`src/core/pmic_irq_regs.svh`:
```
// Register offsets, reset values, bit groups and timing constants of the
// status and interrupt bank. Assumes one 20 MHz system clock.
`ifndef PMIC_IRQ_REGS_SVH
`define PMIC_IRQ_REGS_SVH

// ----------------------------------------------------------------------
// Register offsets
// ----------------------------------------------------------------------
`define OFS_CHG_STATE   8'h01
`define OFS_RAIL_STATE  8'h02
`define OFS_CHG_BLOCK   8'h03
`define OFS_RAIL_BLOCK  8'h04
`define OFS_CHG_TAKEN   8'h05
`define OFS_RAIL_TAKEN  8'h06
`define OFS_CHG_SETUP   8'h07

// ----------------------------------------------------------------------
// Reset values and read answer for unmapped offsets
// ----------------------------------------------------------------------
`define RST_STATE       8'h00
`define RST_BLOCK       8'hff
`define RST_TAKEN       8'h00
`define RST_SETUP       8'h1b
`define RD_UNMAPPED     8'hff

// ----------------------------------------------------------------------
// Bit groups
// ----------------------------------------------------------------------
`define CHG_EDGE_BITS   8'h21
`define RAIL_EDGE_BITS  8'he0
`define CHG_WR_BITS     8'h1e
`define SETUP_TIMER_EN  5
`define CHG_TAPER_BIT   3
`define CHG_FAST_BIT    2
`define SETUP_RESTART   6
`define SYNC_RST        19'h00200  // Idle image of the pins; only the lid pin idles high.

// ----------------------------------------------------------------------
// Timing: taper delay in minutes and the derived cycle count
// ----------------------------------------------------------------------
`define CLK_HZ          64'd20000000
`define TAPER_DELAY_MIN 64'd30
`define TAPER_CYCLES    (`TAPER_DELAY_MIN * 64'd60 * `CLK_HZ)
`define TAPER_W         36
`define PIN_W           19

`endif

```
`src/core/pmic_irq_pkg.sv`:
```
// Types shared by the status and interrupt bank.
// Assumes the constants header is included by the files that need numbers.
package pmic_irq_pkg;
  typedef logic [7:0] reg8_t;
  typedef logic [35:0] taper_cnt_t;
endpackage

```
`src/core/pmic_status_irq_bank.sv`:
```
// Status, mask, acknowledge and charger setup registers with the
// active-low interrupt output of a charger and power-rail controller.
// Assumes a register port driven by a serial-bus engine on clk_sys, and
// condition inputs that arrive asynchronously from analog blocks.
//
// What this block does
// - Charger bit 6 is 1 while wall-adapter source is present and valid.
// - Charger bit 5 flags thermal suspend of charging.
// - Charger bit 4 flags termination current crossed and charging stopped.
// - Bit 3 follows taper comparator, or the 30-minute taper timer when enabled.
// - Charger bits 3 to 1 flag taper, fast-charge, precharge timeouts.
// - Charger bit 0 flags battery temperature out of range.
// - Host writes reset charger and clear bits 1-4 written as 0; others ignored.
// - Any unmasked, unacknowledged charger status bit asserts the interrupt output.
// - Rail bit 7 flags a power-button shutdown request.
// - Rail bit 5 flags undervoltage; bit 6 is 1 when lid pin low.
// - Rail bit 4 is 1 when no charging source is present.
// - Rail bits 3,2 flag regulator faults, zero when regulator disabled.
// - Rail bits 1,0 flag converter faults; bit 0 also low-power select in low-power mode.
// - Rail status rising edge drives interrupt low unless masked.
// - Charger mask resets to all ones and blocks matching bits.
// - Rail mask resets to all ones and blocks matching bits.
// - Acknowledged charger bits stop feeding the interrupt output.
// - Charger acknowledge bits clear when their condition goes away.
// - Rail acknowledge resets to zero, gates, clears when condition removed.
// - Charger setup register is read-write and resets to 1Bh.
// - Reading a status register acknowledges every bit read as 1.
// - Edge bits set on rising input, clear after ack with input low.
// - Setup bit 5 enables fast-charge and taper timers.

`include "pmic_irq_regs.svh"

module pmic_status_irq_bank
  import pmic_irq_pkg::*;
#(
  parameter taper_cnt_t TAPER_CYCLES = `TAPER_W'(`TAPER_CYCLES)
) (
  input  wire logic       clk_sys,
  input  wire logic       rst_n,
  // Register port from the serial-bus engine, same clock.
  input  wire logic [7:0] reg_addr,
  input  wire logic       reg_wr,
  input  wire logic       reg_rd,
  input  wire logic [7:0] reg_wdata,
  output logic      [7:0] reg_rdata,
  // Charger conditions, asynchronous.
  input  wire logic       usb_source_ok,
  input  wire logic       ac_source_ok,
  input  wire logic       thermal_suspend_in,
  input  wire logic       term_current_in,
  input  wire logic       taper_cmp_in,
  input  wire logic       fast_chg_timeout_in,
  input  wire logic       prechg_timeout_in,
  input  wire logic       batt_temp_err_in,
  // Rail conditions, asynchronous.
  input  wire logic       power_button_request,
  input  wire logic       battery_lid_pin,
  input  wire logic       supply_low_lockout,
  input  wire logic       ldo_b_regulation_fault,
  input  wire logic       ldo_a_regulation_fault,
  input  wire logic       main_rail_regulation_fault,
  input  wire logic       core_rail_regulation_fault,
  input  wire logic       ldo_b_enable,
  input  wire logic       ldo_a_enable,
  input  wire logic       core_lp_select,
  input  wire logic       low_power_mode,
  // Results.
  output logic            irq_n,
  output logic      [7:0] charger_setup,
  output logic            charger_restart
);

  // ----------------------------------------------------------------------
  // Input synchronisers
  // ----------------------------------------------------------------------

  // Every analog condition passes two flops; only sync_r is read onward.
  // The flops start at each pin's idle level, so a high lid pin gives no false edge.
  logic [`PIN_W-1:0] pin_raw;
  logic [`PIN_W-1:0] meta_r;
  logic [`PIN_W-1:0] sync_r;

  assign pin_raw = {usb_source_ok, ac_source_ok, thermal_suspend_in,
                    term_current_in, taper_cmp_in, fast_chg_timeout_in,
                    prechg_timeout_in, batt_temp_err_in,
                    power_button_request, battery_lid_pin, supply_low_lockout,
                    ldo_b_regulation_fault, ldo_a_regulation_fault,
                    main_rail_regulation_fault, core_rail_regulation_fault,
                    ldo_b_enable, ldo_a_enable, core_lp_select, low_power_mode};

  always_ff @(posedge clk_sys or negedge rst_n) begin
    if (!rst_n) begin
      meta_r <= `SYNC_RST;
      sync_r <= `SYNC_RST;
    end else begin
      meta_r <= pin_raw;
      sync_r <= meta_r;
    end
  end

  // Named views of the synchronised conditions.
  wire s_usb    = sync_r[18];
  wire s_ac     = sync_r[17];
  wire s_therm  = sync_r[16];
  wire s_term   = sync_r[15];
  wire s_taper  = sync_r[14];
  wire s_fast   = sync_r[13];
  wire s_prechg = sync_r[12];
  wire s_temp   = sync_r[11];
  wire s_button = sync_r[10];
  wire s_lid    = sync_r[9];
  wire s_supply_low_lockout   = sync_r[8];
  wire s_ldo_b  = sync_r[7];
  wire s_ldo_a  = sync_r[6];
  wire s_main   = sync_r[5];
  wire s_core   = sync_r[4];
  wire s_ldo_b_en = sync_r[3];
  wire s_ldo_a_en = sync_r[2];
  wire s_core_lp  = sync_r[1];
  wire s_lp_mode  = sync_r[0];

  // ----------------------------------------------------------------------
  // Register state
  // ----------------------------------------------------------------------

  reg8_t      chg_state_r,  chg_state_nxt;
  reg8_t      rail_state_r, rail_state_nxt;
  reg8_t      chg_block_r,  chg_block_nxt;
  reg8_t      rail_block_r, rail_block_nxt;
  reg8_t      chg_taken_r,  chg_taken_nxt;
  reg8_t      rail_taken_r, rail_taken_nxt;
  reg8_t      setup_r,      setup_nxt;
  reg8_t      rdata_r,      rdata_nxt;
  reg8_t      chg_in_r,     rail_in_r;
  taper_cnt_t taper_cnt_r,  taper_cnt_nxt;
  logic       irq_n_r,      irq_n_nxt;
  logic       restart_r,    restart_nxt;

  // ----------------------------------------------------------------------
  // Address decode
  // ----------------------------------------------------------------------

  wire hit_chg_state  = (reg_addr == `OFS_CHG_STATE);
  wire hit_rail_state = (reg_addr == `OFS_RAIL_STATE);
  wire hit_chg_block  = (reg_addr == `OFS_CHG_BLOCK);
  wire hit_rail_block = (reg_addr == `OFS_RAIL_BLOCK);
  wire hit_chg_taken  = (reg_addr == `OFS_CHG_TAKEN);
  wire hit_rail_taken = (reg_addr == `OFS_RAIL_TAKEN);
  wire hit_setup      = (reg_addr == `OFS_CHG_SETUP);

  // Read data is an if/else-if chain; unmapped offsets answer all ones.
  always_comb begin
    if (hit_chg_state)       rdata_nxt = chg_state_r;
    else if (hit_rail_state) rdata_nxt = rail_state_r;
    else if (hit_chg_block)  rdata_nxt = chg_block_r;
    else if (hit_rail_block) rdata_nxt = rail_block_r;
    else if (hit_chg_taken)  rdata_nxt = chg_taken_r;
    else if (hit_rail_taken) rdata_nxt = rail_taken_r;
    else if (hit_setup)      rdata_nxt = setup_r;
    else                     rdata_nxt = `RD_UNMAPPED;
    if (!reg_rd) rdata_nxt = rdata_r;
  end

  // ----------------------------------------------------------------------
  // Taper timer
  // ----------------------------------------------------------------------

  // The timer only runs while the comparator is high and timers are
  // enabled, and a charger reset restarts it.
  wire timer_en  = setup_r[`SETUP_TIMER_EN];
  wire taper_end = (taper_cnt_r >= TAPER_CYCLES);
  assign taper_cnt_nxt = (!timer_en || !s_taper || restart_r) ? '0 :
                         taper_end ? taper_cnt_r : taper_cnt_r + 1'b1;

  // ----------------------------------------------------------------------
  // Condition vectors
  // ----------------------------------------------------------------------

  // Bit 3 choice between raw comparator and expired timer.
  wire taper_flag = timer_en ? taper_end : s_taper;
  // Fast-charge timeout only counts while its timer is enabled.
  wire fast_flag  = timer_en & s_fast;

  reg8_t chg_in, rail_in;
  assign chg_in = {s_usb, s_ac,
                   s_therm,
                   s_term,
                   taper_flag, fast_flag, s_prechg,
                   s_temp};
  assign rail_in = {s_button,
                    ~s_lid, s_supply_low_lockout,
                    ~(s_usb | s_ac),
                    s_ldo_b & s_ldo_b_en,
                    s_ldo_a & s_ldo_a_en,
                    s_main,
                    s_core | (s_core_lp & s_lp_mode)};

  // ----------------------------------------------------------------------
  // Status and acknowledge update
  // ----------------------------------------------------------------------

  // Rising edges are taken against the previous condition sample.
  wire reg8_t chg_rise  = chg_in  & ~chg_in_r;
  wire reg8_t rail_rise = rail_in & ~rail_in_r;

  // A host write to the charger status clears bits 1 to 4 written as 0
  // and pulses the charger restart; bits 0 and 5 to 7 ignore the write.
  wire   chg_wr_hit = reg_wr & hit_chg_state;
  wire reg8_t chg_wr_clr = chg_wr_hit ? (`CHG_WR_BITS & ~reg_wdata) : 8'h00;
  assign restart_nxt = chg_wr_hit | setup_r[`SETUP_RESTART];

  // Edge bits hold until acknowledged with the input low; a rise in the
  // same cycle wins. Level bits follow their input.
  wire reg8_t chg_hold  = chg_state_r  & ~(~chg_in  & chg_taken_r);
  wire reg8_t rail_hold = rail_state_r & ~(~rail_in & rail_taken_r);
  assign chg_state_nxt  = ((`CHG_EDGE_BITS & (chg_rise | chg_hold))
                        | (~`CHG_EDGE_BITS & chg_in)) & ~chg_wr_clr;
  assign rail_state_nxt = (`RAIL_EDGE_BITS & (rail_rise | rail_hold))
                        | (~`RAIL_EDGE_BITS & rail_in);

  // A status read acknowledges what it returned; acknowledges drop once
  // the status bit is clear, so a fresh event is never hidden.
  wire reg8_t chg_rd_ack  = (reg_rd & hit_chg_state)  ? chg_state_r  : 8'h00;
  wire reg8_t rail_rd_ack = (reg_rd & hit_rail_state) ? rail_state_r : 8'h00;
  assign chg_taken_nxt  = (chg_taken_r  | chg_rd_ack)  & chg_state_nxt;
  assign rail_taken_nxt = (rail_taken_r | rail_rd_ack) & rail_state_nxt;

  // ----------------------------------------------------------------------
  // Mask and setup writes
  // ----------------------------------------------------------------------

  assign chg_block_nxt  = (reg_wr & hit_chg_block)  ? reg_wdata : chg_block_r;
  assign rail_block_nxt = (reg_wr & hit_rail_block) ? reg_wdata : rail_block_r;
  assign setup_nxt      = (reg_wr & hit_setup)      ? reg_wdata : setup_r;

  // ----------------------------------------------------------------------
  // Interrupt output
  // ----------------------------------------------------------------------

  // Pending means set, unmasked and not yet acknowledged; the pin lags
  // the status by one cycle so that it comes straight from a flop.
  wire reg8_t chg_pend  = chg_state_r  & ~chg_block_r  & ~chg_taken_r;
  wire reg8_t rail_pend = rail_state_r & ~rail_block_r & ~rail_taken_r;
  assign irq_n_nxt = ~(|chg_pend | |rail_pend);

  // ----------------------------------------------------------------------
  // State registers
  // ----------------------------------------------------------------------

  // Status, acknowledges and condition history.
  always_ff @(posedge clk_sys or negedge rst_n) begin
    if (!rst_n) begin
      chg_state_r  <= `RST_STATE;
      rail_state_r <= `RST_STATE;
      chg_taken_r  <= `RST_TAKEN;
      rail_taken_r <= `RST_TAKEN;
      chg_in_r     <= 8'h00;
      rail_in_r    <= 8'h00;
    end else begin
      chg_state_r  <= chg_state_nxt;
      rail_state_r <= rail_state_nxt;
      chg_taken_r  <= chg_taken_nxt;
      rail_taken_r <= rail_taken_nxt;
      chg_in_r     <= chg_in;
      rail_in_r    <= rail_in;
    end
  end

  // Software-written registers; masks start all ones so nothing fires.
  always_ff @(posedge clk_sys or negedge rst_n) begin
    if (!rst_n) begin
      chg_block_r  <= `RST_BLOCK;
      rail_block_r <= `RST_BLOCK;
      setup_r      <= `RST_SETUP;
    end else begin
      chg_block_r  <= chg_block_nxt;
      rail_block_r <= rail_block_nxt;
      setup_r      <= setup_nxt;
    end
  end

  // Timer, read data and output flops.
  always_ff @(posedge clk_sys or negedge rst_n) begin
    if (!rst_n) begin
      taper_cnt_r <= '0;
      rdata_r     <= `RD_UNMAPPED;
      irq_n_r     <= 1'b1;
      restart_r   <= 1'b0;
    end else begin
      taper_cnt_r <= taper_cnt_nxt;
      rdata_r     <= rdata_nxt;
      irq_n_r     <= irq_n_nxt;
      restart_r   <= restart_nxt;
    end
  end

  assign reg_rdata       = rdata_r;
  assign irq_n           = irq_n_r;
  assign charger_setup   = setup_r;
  assign charger_restart = restart_r;

endmodule

```
`config.mk`:
```
export PLATFORM = sky130hd
export DESIGN_NAME = pmic_status_irq_bank
export DESIGN_NICKNAME = d
export VERILOG_FILES = /design/src/core/pmic_irq_pkg.sv /design/src/core/pmic_status_irq_bank.sv
export VERILOG_INCLUDE_DIRS = /design/src /design/src/core
export SDC_FILE = /design/constraint.sdc
export NUM_CORES = 1
export LEC_CHECK = 0
export BUFFER_PORTS_ARGS = -buffer_cell sky130_fd_sc_hd__buf_4
export CAP_MARGIN = 20
export CORE_MARGIN = 2
export CORE_UTILIZATION = 50
export DETAILED_ROUTE_END_ITERATION = 12
export PLACE_DENSITY = 0.69
export REMOVE_ABC_BUFFERS = 1
export SETUP_SLACK_MARGIN = 0.02
export SLEW_MARGIN = 20
export SYNTH_ARGS = -nofsm -noshare
export SYNTH_HDL_FRONTEND = slang
export SYNTH_SLANG_ARGS = --single-unit
export TNS_END_PERCENT = 1
```
`constraint.sdc`:
```
create_clock -name clk_sys -period 2.09 [get_ports clk_sys]
set_input_delay 0.3135 -clock clk_sys [delete_from_list [all_inputs] [get_ports clk_sys]]
set_output_delay 0.3135 -clock clk_sys [all_outputs]
set_load 0.005 [all_outputs]
```
==> summary.md, run 1 <==
| Metric | Value |
|---|---|
| Leading area contributor after synthesis | dfrtp_1 |
| Fmax | between 0.4 and 0.5 GHz |
| Final period util | 1.136 |
| Vias in the first global route | 5048 |
| Switching share of power | 0.2241 |
| Tmin final | 2373 ps |
| RSZ-0062 raised after global routing | true |
| Die area | 0.01342 mm^2 |
| Rows | 40 |
| Largest net degree at the start of global routing | 51 |
| Detailed Routing Iterations Pass 1 | 6 |
| GPL Wtd Cong | between 0.8 and 0.9 |
| CP Launch Point | taper_cnt_r[20] |
| Most common cell in the netlist | dfrtp_1 |
| Filler Cell Count | roughly 900 |
| CTS Root Cell | clkbuf_16 |
| Hold crit path type | in -> reg |
| Maxcap violations | 0 |
| Power, Total | 6.264 mW |
| Slew headroom | 0.6853 |
| Ys async rst share | 1.000 |
| PD cells | 755.5 mW/mm^2 |
| Synth Instances | 543 |
| GR Overflow Total | 0 |
| Remaining DRCs | 0 |
| Pin slew with the least headroom to its limit | 472.1 ps |
| Setup Skew | 5.482 ps |
| Final Hold Vio Count | 0 |
| Clock buffer depth | 2 |
| Yosys Warn Count | 0 |
| Sequential-to-total area share from yosys stat | 0.5864 |
| Total routed wirelength | about 16 mm |
| Layout area overhead | 32.59% |
| Clock power share | 0.465 |
| Net switching power | 1.404 mW |
| GR Util All Layers | 0.2551 |
| Clock latency at the later pin of the worst-skew pair | about 420 ps |
| TritonCTS sink count | ~150 |
| Synthesized area | 0.006253 mm^2 |
| DR vias/cell | just under 6 |
| Critical path arrival | 2720 ps |
| # diodes | 0 |
| Global-route wire length before repair | 25.88 mm |
| Layout cells sized above 1 | 0.3614 |
| Cells after DPL | around 800 |
| # setup viols final | 31 |
| Startpoint types | flip-flop |
| Clock-pin slew on the worst setup and hold paths | 60 ps |
| Commonest cells in the netlist | 114 x dfrtp_1, 45 x a21oi_1, 33 x nand2_1 |
| H-tree depth | 4 |
| Port Buf Inserts | 56 |
| Routed vias | 5071 |
| CORE AREA | ~0.012 mm^2 |
| Critical path class | reg -> reg |
| Die height | 115.8 um |
| Status | complete, but fails checks |
| CP endpoint | taper_cnt_r[28] |
| Synth Register Bits | 145 |
| Post-synth EDFFs | 0 |
| CP required | 2440 ps |
| Failing checks | setup timing |
| Netlist cell types | 49 |
| Leakage | 3.550 nW |
| Crit-path max FO | 8 |
| Syn Area/Cell | 11.52 um^2 |
| Final Worst Setup Slack | -283.3 ps |
| Setup slack, reg-to-reg | -280 ps |
| Internal power | around 4.9 mW |
| Comb power frac | 0.057 |
| Post-DP HPWL | ~10 mm |
| Non-Filler Instances | 857 |
| CTS tree | yes |
| Worst setup EP type | flip-flop |
| Synth Flop Type | dfrtp_1 |
| Final nets | slightly above 700 |
| Top Ports | 57 |
| Worst vdd ir | roughly 530 uV |
| Synth top area share | 0.4562 |
| CTS buffer count | 17 |
| Die width | around 120 um |
| Reg2reg path depth | 6 |
| Sequential fraction of design power | 0.478 |
| Max-slew violation count | 0 |
| Initial antenna violation count | 0 |
| DR iter-0 viols | ~520 |
| Synth area leaders | dfrtp_1 46%, dfstp_2 13%, mux2_2 4.3% |
| WL/cell | approximately 19 um |
| Post-route ant nets | 0 |
| Crit Reg-Reg Endpoint | taper_cnt_r[28] |
| Initial core utilization | 0.5163 |
| RR Startpoint | taper_cnt_r[20] |
## cells in the final DEF, fill, tap and decap left out, types with 16 or more instances in the layout
cell,n
dfrtp_1,114
buf_4,110
a21oi_1,35
nand2_1,32
dfstp_2,31
mux2_2,24
nand4_1,22
dlygate4sd3_1,20
nor2_1,18
nand3_1,18
clkbuf_16,17
inv_1,16
## layout make-up
cell class / instances / area (um^2) / area share
timing repair buffer: 139 / 1205 / 0.1453
tap: 168 / 210.2 / 0.02535
clock inverter: 14 / 141.4 / 0.01705
sequential: 145 / 3667 / 0.4423
multi-input combinational: 357 / 2579 / 0.3110
clock buffer: 18 / 429.2 / 0.05176
inverter: 16 / 60.06 / 0.007243
## metal layers
layer / vias up / wire length, um / track usage
li1: 2307 / - / -
met1: 2535 / 6702 / 0.3267
met2: 194 / 8005 / 0.4125
met3: 35 / 900 / 0.07793
met4: 0 / 294 / 0.09524
met5: - / 0 / 0
## critical path, cell delays in order (launching register included)
cell      delay [ps]
dfrtp_1          370
or3_1            360
a2111o_1         390
o2111a_2         330
buf_6            160
or4_4            520
a21oi_2          160
## what timing repair did
item                       4_1_cts  5_1_grt
hold buffers                    20        0
setup endpoints to repair       33       35
hold endpoints to repair        51        0
gates cloned                     2        0
resized for setup               24       16
pin swaps                       26        7
buffers inserted                 1        0
## sequential cells by signal, indices dropped and copies added, names as in the netlist
name / flops
chg_state_r: 8
rail_state_r: 3
taper_cnt_r: 36
reg_rdata: 8
irq_n: 1
charger_restart: 1
sync_r: 19
rail_taken_r: 8
charger_setup: 8
meta_r: 19
chg_taken_r: 8
rail_block_r: 8
chg_in_r: 2
chg_block_r: 8
rail_in_r: 8
## cells by family (layout without fill, tap and decap cells)
family,count (synthesis),after routing,synth area share
buffers and inverters,41,187,0.02741
multiplexers,33,33,0.07363
adder cells (fa/ha/maj),2,2,0.004001
XOR/XNOR,1,1,0.001401
AO/OA/AOI/OAI,125,125,0.1275
AND/OR/NAND/NOR,196,196,0.1797
flip-flops,145,145,0.5864
## how the worst min path moves through the flow
stage                 from         endpoint  slack, ps  cells past startpoint
floorplan            rst_n  charger_restart         20                      0
global placement     rst_n      chg_in_r[5]        280                      1
detailed placement   rst_n      chg_in_r[5]        290                      1
CTS                 reg_rd     reg_rdata[6]        100                      2
global route        reg_rd     reg_rdata[6]        100                      2
finish              reg_rd     reg_rdata[6]        110                      2
## power by group through the flow
| stage | Combinational [mW] | Clock, mW | Sequential [mW] |
|---|---|---|---|
| floorplan | 0.114 | 0 | 3.02 |
| global placement | 0.321 | 0 | 3.04 |
| detailed placement | 0.329 | 0 | 3.04 |
| CTS | 0.362 | 2.97 | 2.99 |
| global route | 0.394 | 3.10 | 3.00 |
| finish | 0.357 | 2.91 | 2.99 |
## stage by stage
stage          setup TNS (ps)  hold slack, ps  worst slack [ps]  area, um^2  utilization
3_3_place_gp            -7068           279.8            -259.0        7277       0.6008
5_1_grt                 -8618           99.30            -340.1        8292       0.6846
3_5_place_dp            -9384           285.3            -321.1        7277       0.6008
6_report                -6224           109.5            -283.3        8292       0.6846
2_1_floorplan          -12060           17.91            -510.9        6142            -
4_1_cts                 -5798           98.50            -238.2        8223       0.6789
(Power assumes the default switching activity.)
==> run 2: changes to the inputs <==
--- a/config.mk
+++ b/config.mk
@@ -9,9 +9,9 @@
 export BUFFER_PORTS_ARGS = -buffer_cell sky130_fd_sc_hd__buf_4
 export CAP_MARGIN = 20
 export CORE_MARGIN = 2
-export CORE_UTILIZATION = 50
+export CORE_UTILIZATION = 53
 export DETAILED_ROUTE_END_ITERATION = 12
-export PLACE_DENSITY = 0.69
+export PLACE_DENSITY = 0.72
 export REMOVE_ABC_BUFFERS = 1
 export SETUP_SLACK_MARGIN = 0.02
 export SLEW_MARGIN = 20
==> run 2 against run 1 <==
The flow still finishes with violations (setup timing). Sequential power about the same. Routed wire length down 3.5%. Global-route usage about the same. Critical path depth unchanged. Die area down 5.5%. First-iteration DRC count down 11%. Core utilization up 2.1 points. Sequential cell count unchanged. Via count down 0.77%. Total power about the same. Critical path type unchanged.
==> summary.md, run 2 (synthesis gave the netlist of run 1 again) <==
| Metric | Value |
|---|---|
| Maxcap violations | 0 (unchanged) |
| Die width | 112.6 um (was 115.8 um) |
| Vias in the first global route | 5035 (was 5048) |
| CTS buffer count | 17 (unchanged) |
| DP Worst Slack | -337.9 ps (was -321.1 ps) |
| Reg2reg path depth | 6 (unchanged) |
| Failing checks | setup timing (unchanged) |
| Initial antenna violation count | 0 (unchanged) |
| Setup Skew | 6.705 ps (was 5.482 ps) |
| Final Worst Setup Slack | -251.2 ps (was -283.3 ps) |
| Largest net degree at the start of global routing | 51 (unchanged) |
| Switching share of power | 0.2274 (was 0.2241) |
| Max stage delay on crit path | 490 ps (was 520 ps) |
| Tmin final | 2341 ps (was 2373 ps) |
| Most frequent cells in the layout | 114 x dfrtp_1, 104 x buf_4, 38 x a21oi_1 (was 114 x dfrtp_1, 110 x buf_4, 35 x a21oi_1) |
| Layout cells sized above 1 | 0.3480 (was 0.3614) |
| DR vias/cell | 6.107 (was 5.917) |
| Leakage | 3.472 nW (was 3.550 nW) |
| Top Ports | 57 (unchanged) |
| WL/cell | 18.63 um (was 18.56 um) |
| CP required | 2440 ps (about the same) |
| Status | complete, but fails checks (unchanged) |
| Routed vias | 5032 (was 5071) |
| Top Registers | taper_cnt_r (36), meta_r (19), sync_r (19) (unchanged) |
| Clock buffer depth | 2 (unchanged) |
| Fmax | 0.4271 GHz (was 0.4213 GHz) |
| GR Overflow Total | 0 (unchanged) |
| Top Family by Delay on Critical Path | simple AND/OR/NAND/NOR gates (unchanged) |
| Pin slew with the least headroom to its limit | 662.2 ps (was 472.1 ps) |
| GPL Wtd Cong | 0.8837 (was 0.8223) |
| Net switching power | 1.425 mW (was 1.404 mW) |
| Worst vdd ir | 771.6 uV (was 525.5 uV) |
| Initial core utilization | 0.5453 (was 0.5163) |
| Comb power frac | 0.057 (about the same) |
| Global-route wire length before repair | 25.23 mm (was 25.88 mm) |
| Rows | 39 (was 40) |
| Final instance area | 0.008093 mm^2 (was 0.008292 mm^2) |
| CTS Root Cell | clkbuf_16 (unchanged) |
| GR Util All Layers | 0.2553 (was 0.2551) |
| Setup slack, reg-to-reg | -250 ps (was -280 ps) |
| Hold path depth | 2 (unchanged) |
| CTS tree | yes (unchanged) |
| Remaining DRCs | 0 (unchanged) |
| Worst setup EP type | flip-flop (unchanged) |
| Final Hold Vio Count | 0 (unchanged) |
| CORE AREA | 0.01147 mm^2 (was 0.01211 mm^2) |
| Crit Reg-Reg Endpoint | taper_cnt_r[23] (was taper_cnt_r[28]) |
| Crit path buf inv count | 1 (unchanged) |
| RR Startpoint | taper_cnt_r[20] (unchanged) |
| Crit-path slowest cell | or4_1 (was or4_4) |
| PD cells | 774.5 mW/mm^2 (was 755.5 mW/mm^2) |
| DR iter-0 viols | 463 (was 518) |
| TritonCTS sink count | 145 (unchanged) |
| Commonest non-fill, non-tap cell in the layout | dfrtp_1 (unchanged) |
| Post-DP Area | 0.007173 mm^2 (was 0.007277 mm^2) |
| # diodes | 0 (unchanged) |
| Crit-path max FO | 24 (was 8) |
| Non-Filler Instances | 824 (was 857) |
| Slew headroom | 0.5569 (was 0.6853) |
| Worst hold start | reg_rd (unchanged) |
| Reg with most FFs | taper_cnt_r (unchanged) |
| Max-slew violation count | 0 (unchanged) |
| Final period util | 1.120 (was 1.136) |
| Critical path cell sequence | or3_1 > a2111o_1 > o2111a_2 > buf_12 > or4_1 > a21oi_1 (was or3_1 > a2111o_1 > o2111a_2 > buf_6 > or4_4 > a21oi_2) |
| Total routed wirelength | 15.35 mm (was 15.90 mm) |
| Clock latency at the later pin of the worst-skew pair | 420 ps (about the same) |
| # setup viols final | 34 (was 31) |
| Sequential fraction of design power | 0.478 (about the same) |
| Critical path class | reg -> reg (unchanged) |
| Clock-pin slew on the worst setup and hold paths | 60 ps (about the same) |
| Port Buf Inserts | 56 (unchanged) |
| Detailed Routing Iterations Pass 1 | 5 (was 6) |
| Hold crit path type | in -> reg (unchanged) |
| Post-route ant nets | 0 (unchanged) |
| Startpoint types | flip-flop (unchanged) |
| Worst Hold Path EP | reg_rdata[6] (unchanged) |
| Critical path arrival | 2690 ps (was 2720 ps) |
| Internal power | 4.843 mW (was 4.860 mW) |
| Die height | 112.6 um (was 115.8 um) |
| H-tree depth | 4 (unchanged) |
| Die area | 0.01268 mm^2 (was 0.01342 mm^2) |
| Post-DP HPWL | 10.18 mm (was 10.40 mm) |
| Final nets | 709 (was 717) |
| Clock power share | 0.466 (was 0.465) |
| Cells after DPL | 769 (was 802) |
| Layout area overhead | 29.41% (was 32.59%) |
| RSZ-0062 raised after global routing | true (unchanged) |
| Max reg flops | 36 (unchanged) |
[run 2: per-stage QoR]
step	power (mW)	TNS, ps	utilization	hold WS (ps)
2_1_floorplan	3.136	-12060	-	17.91
3_3_place_gp	3.354	-6375	0.6255	274.2
3_5_place_dp	3.366	-9437	0.6255	278.4
4_1_cts	6.310	-4542	0.7007	88.50
5_1_grt	6.479	-7666	0.7057	107.4
6_report	6.268	-4555	0.7057	113.1
[run 2: per-layer routing]
layer	vias up	GRT usage	part of all wire
li1	2294	-	-
met1	2499	0.3326	0.41
met2	208	0.4148	0.50
met3	31	0.06371	0.069
met4	0	0.09919	0.020
met5	-	0	0
[run 2: worst max path at each step]
| stage | start | end | slack (ps) | cells after the start |
|---|---|---|---|---|
| finish | taper_cnt_r[20] | taper_cnt_r[23] | -250 | 6 |
| global route | taper_cnt_r[20] | taper_cnt_r[23] | -340 | 6 |
| CTS | taper_cnt_r[20] | taper_cnt_r[23] | -240 | 6 |
| detailed placement | taper_cnt_r[20] | taper_cnt_r[25] | -340 | 6 |
| global placement | taper_cnt_r[20] | taper_cnt_r[3] | -250 | 6 |
| floorplan | taper_cnt_r[34] | taper_cnt_r[22] | -510 | 5 |
[run 2: power groups by stage]
stage               sequential [mW]  combinational [mW]  clock, mW
finish                         2.99               0.355       2.92
detailed placement             3.04               0.326          0
global route                   3.00               0.389       3.08
CTS                            2.99               0.358       2.96
floorplan                      3.02               0.114          0
global placement               3.04               0.317          0
[run 2: area by class of cell]
type | instances | area, um^2
Clock inverter | 12 | 106.4
Inverter | 16 | 60.06
Sequential cell | 145 | 3667
Clock buffer | 20 | 466.7
Tap cell | 143 | 178.9
Multi-Input combinational cell | 357 | 2511
Timing Repair Buffer | 131 | 1102
Fill cell | 805 | 3374
[run 2: worst register-to-register path, delay by kind of cell (launching register included)]
kind            cells  cell delay, ps
flops               1             370
simple gates        2             870
compound gates      3             850
buf+inv             1             160
[run 2: timing repair]
action	4_1_cts	5_1_grt
cloned	1	0
buffers inserted	2	0
hold buffers	20	0
gates resized for setup	19	17
pin swaps	16	15
endpoints found under the setup margin	34	37
hold endpoints to repair	59	0
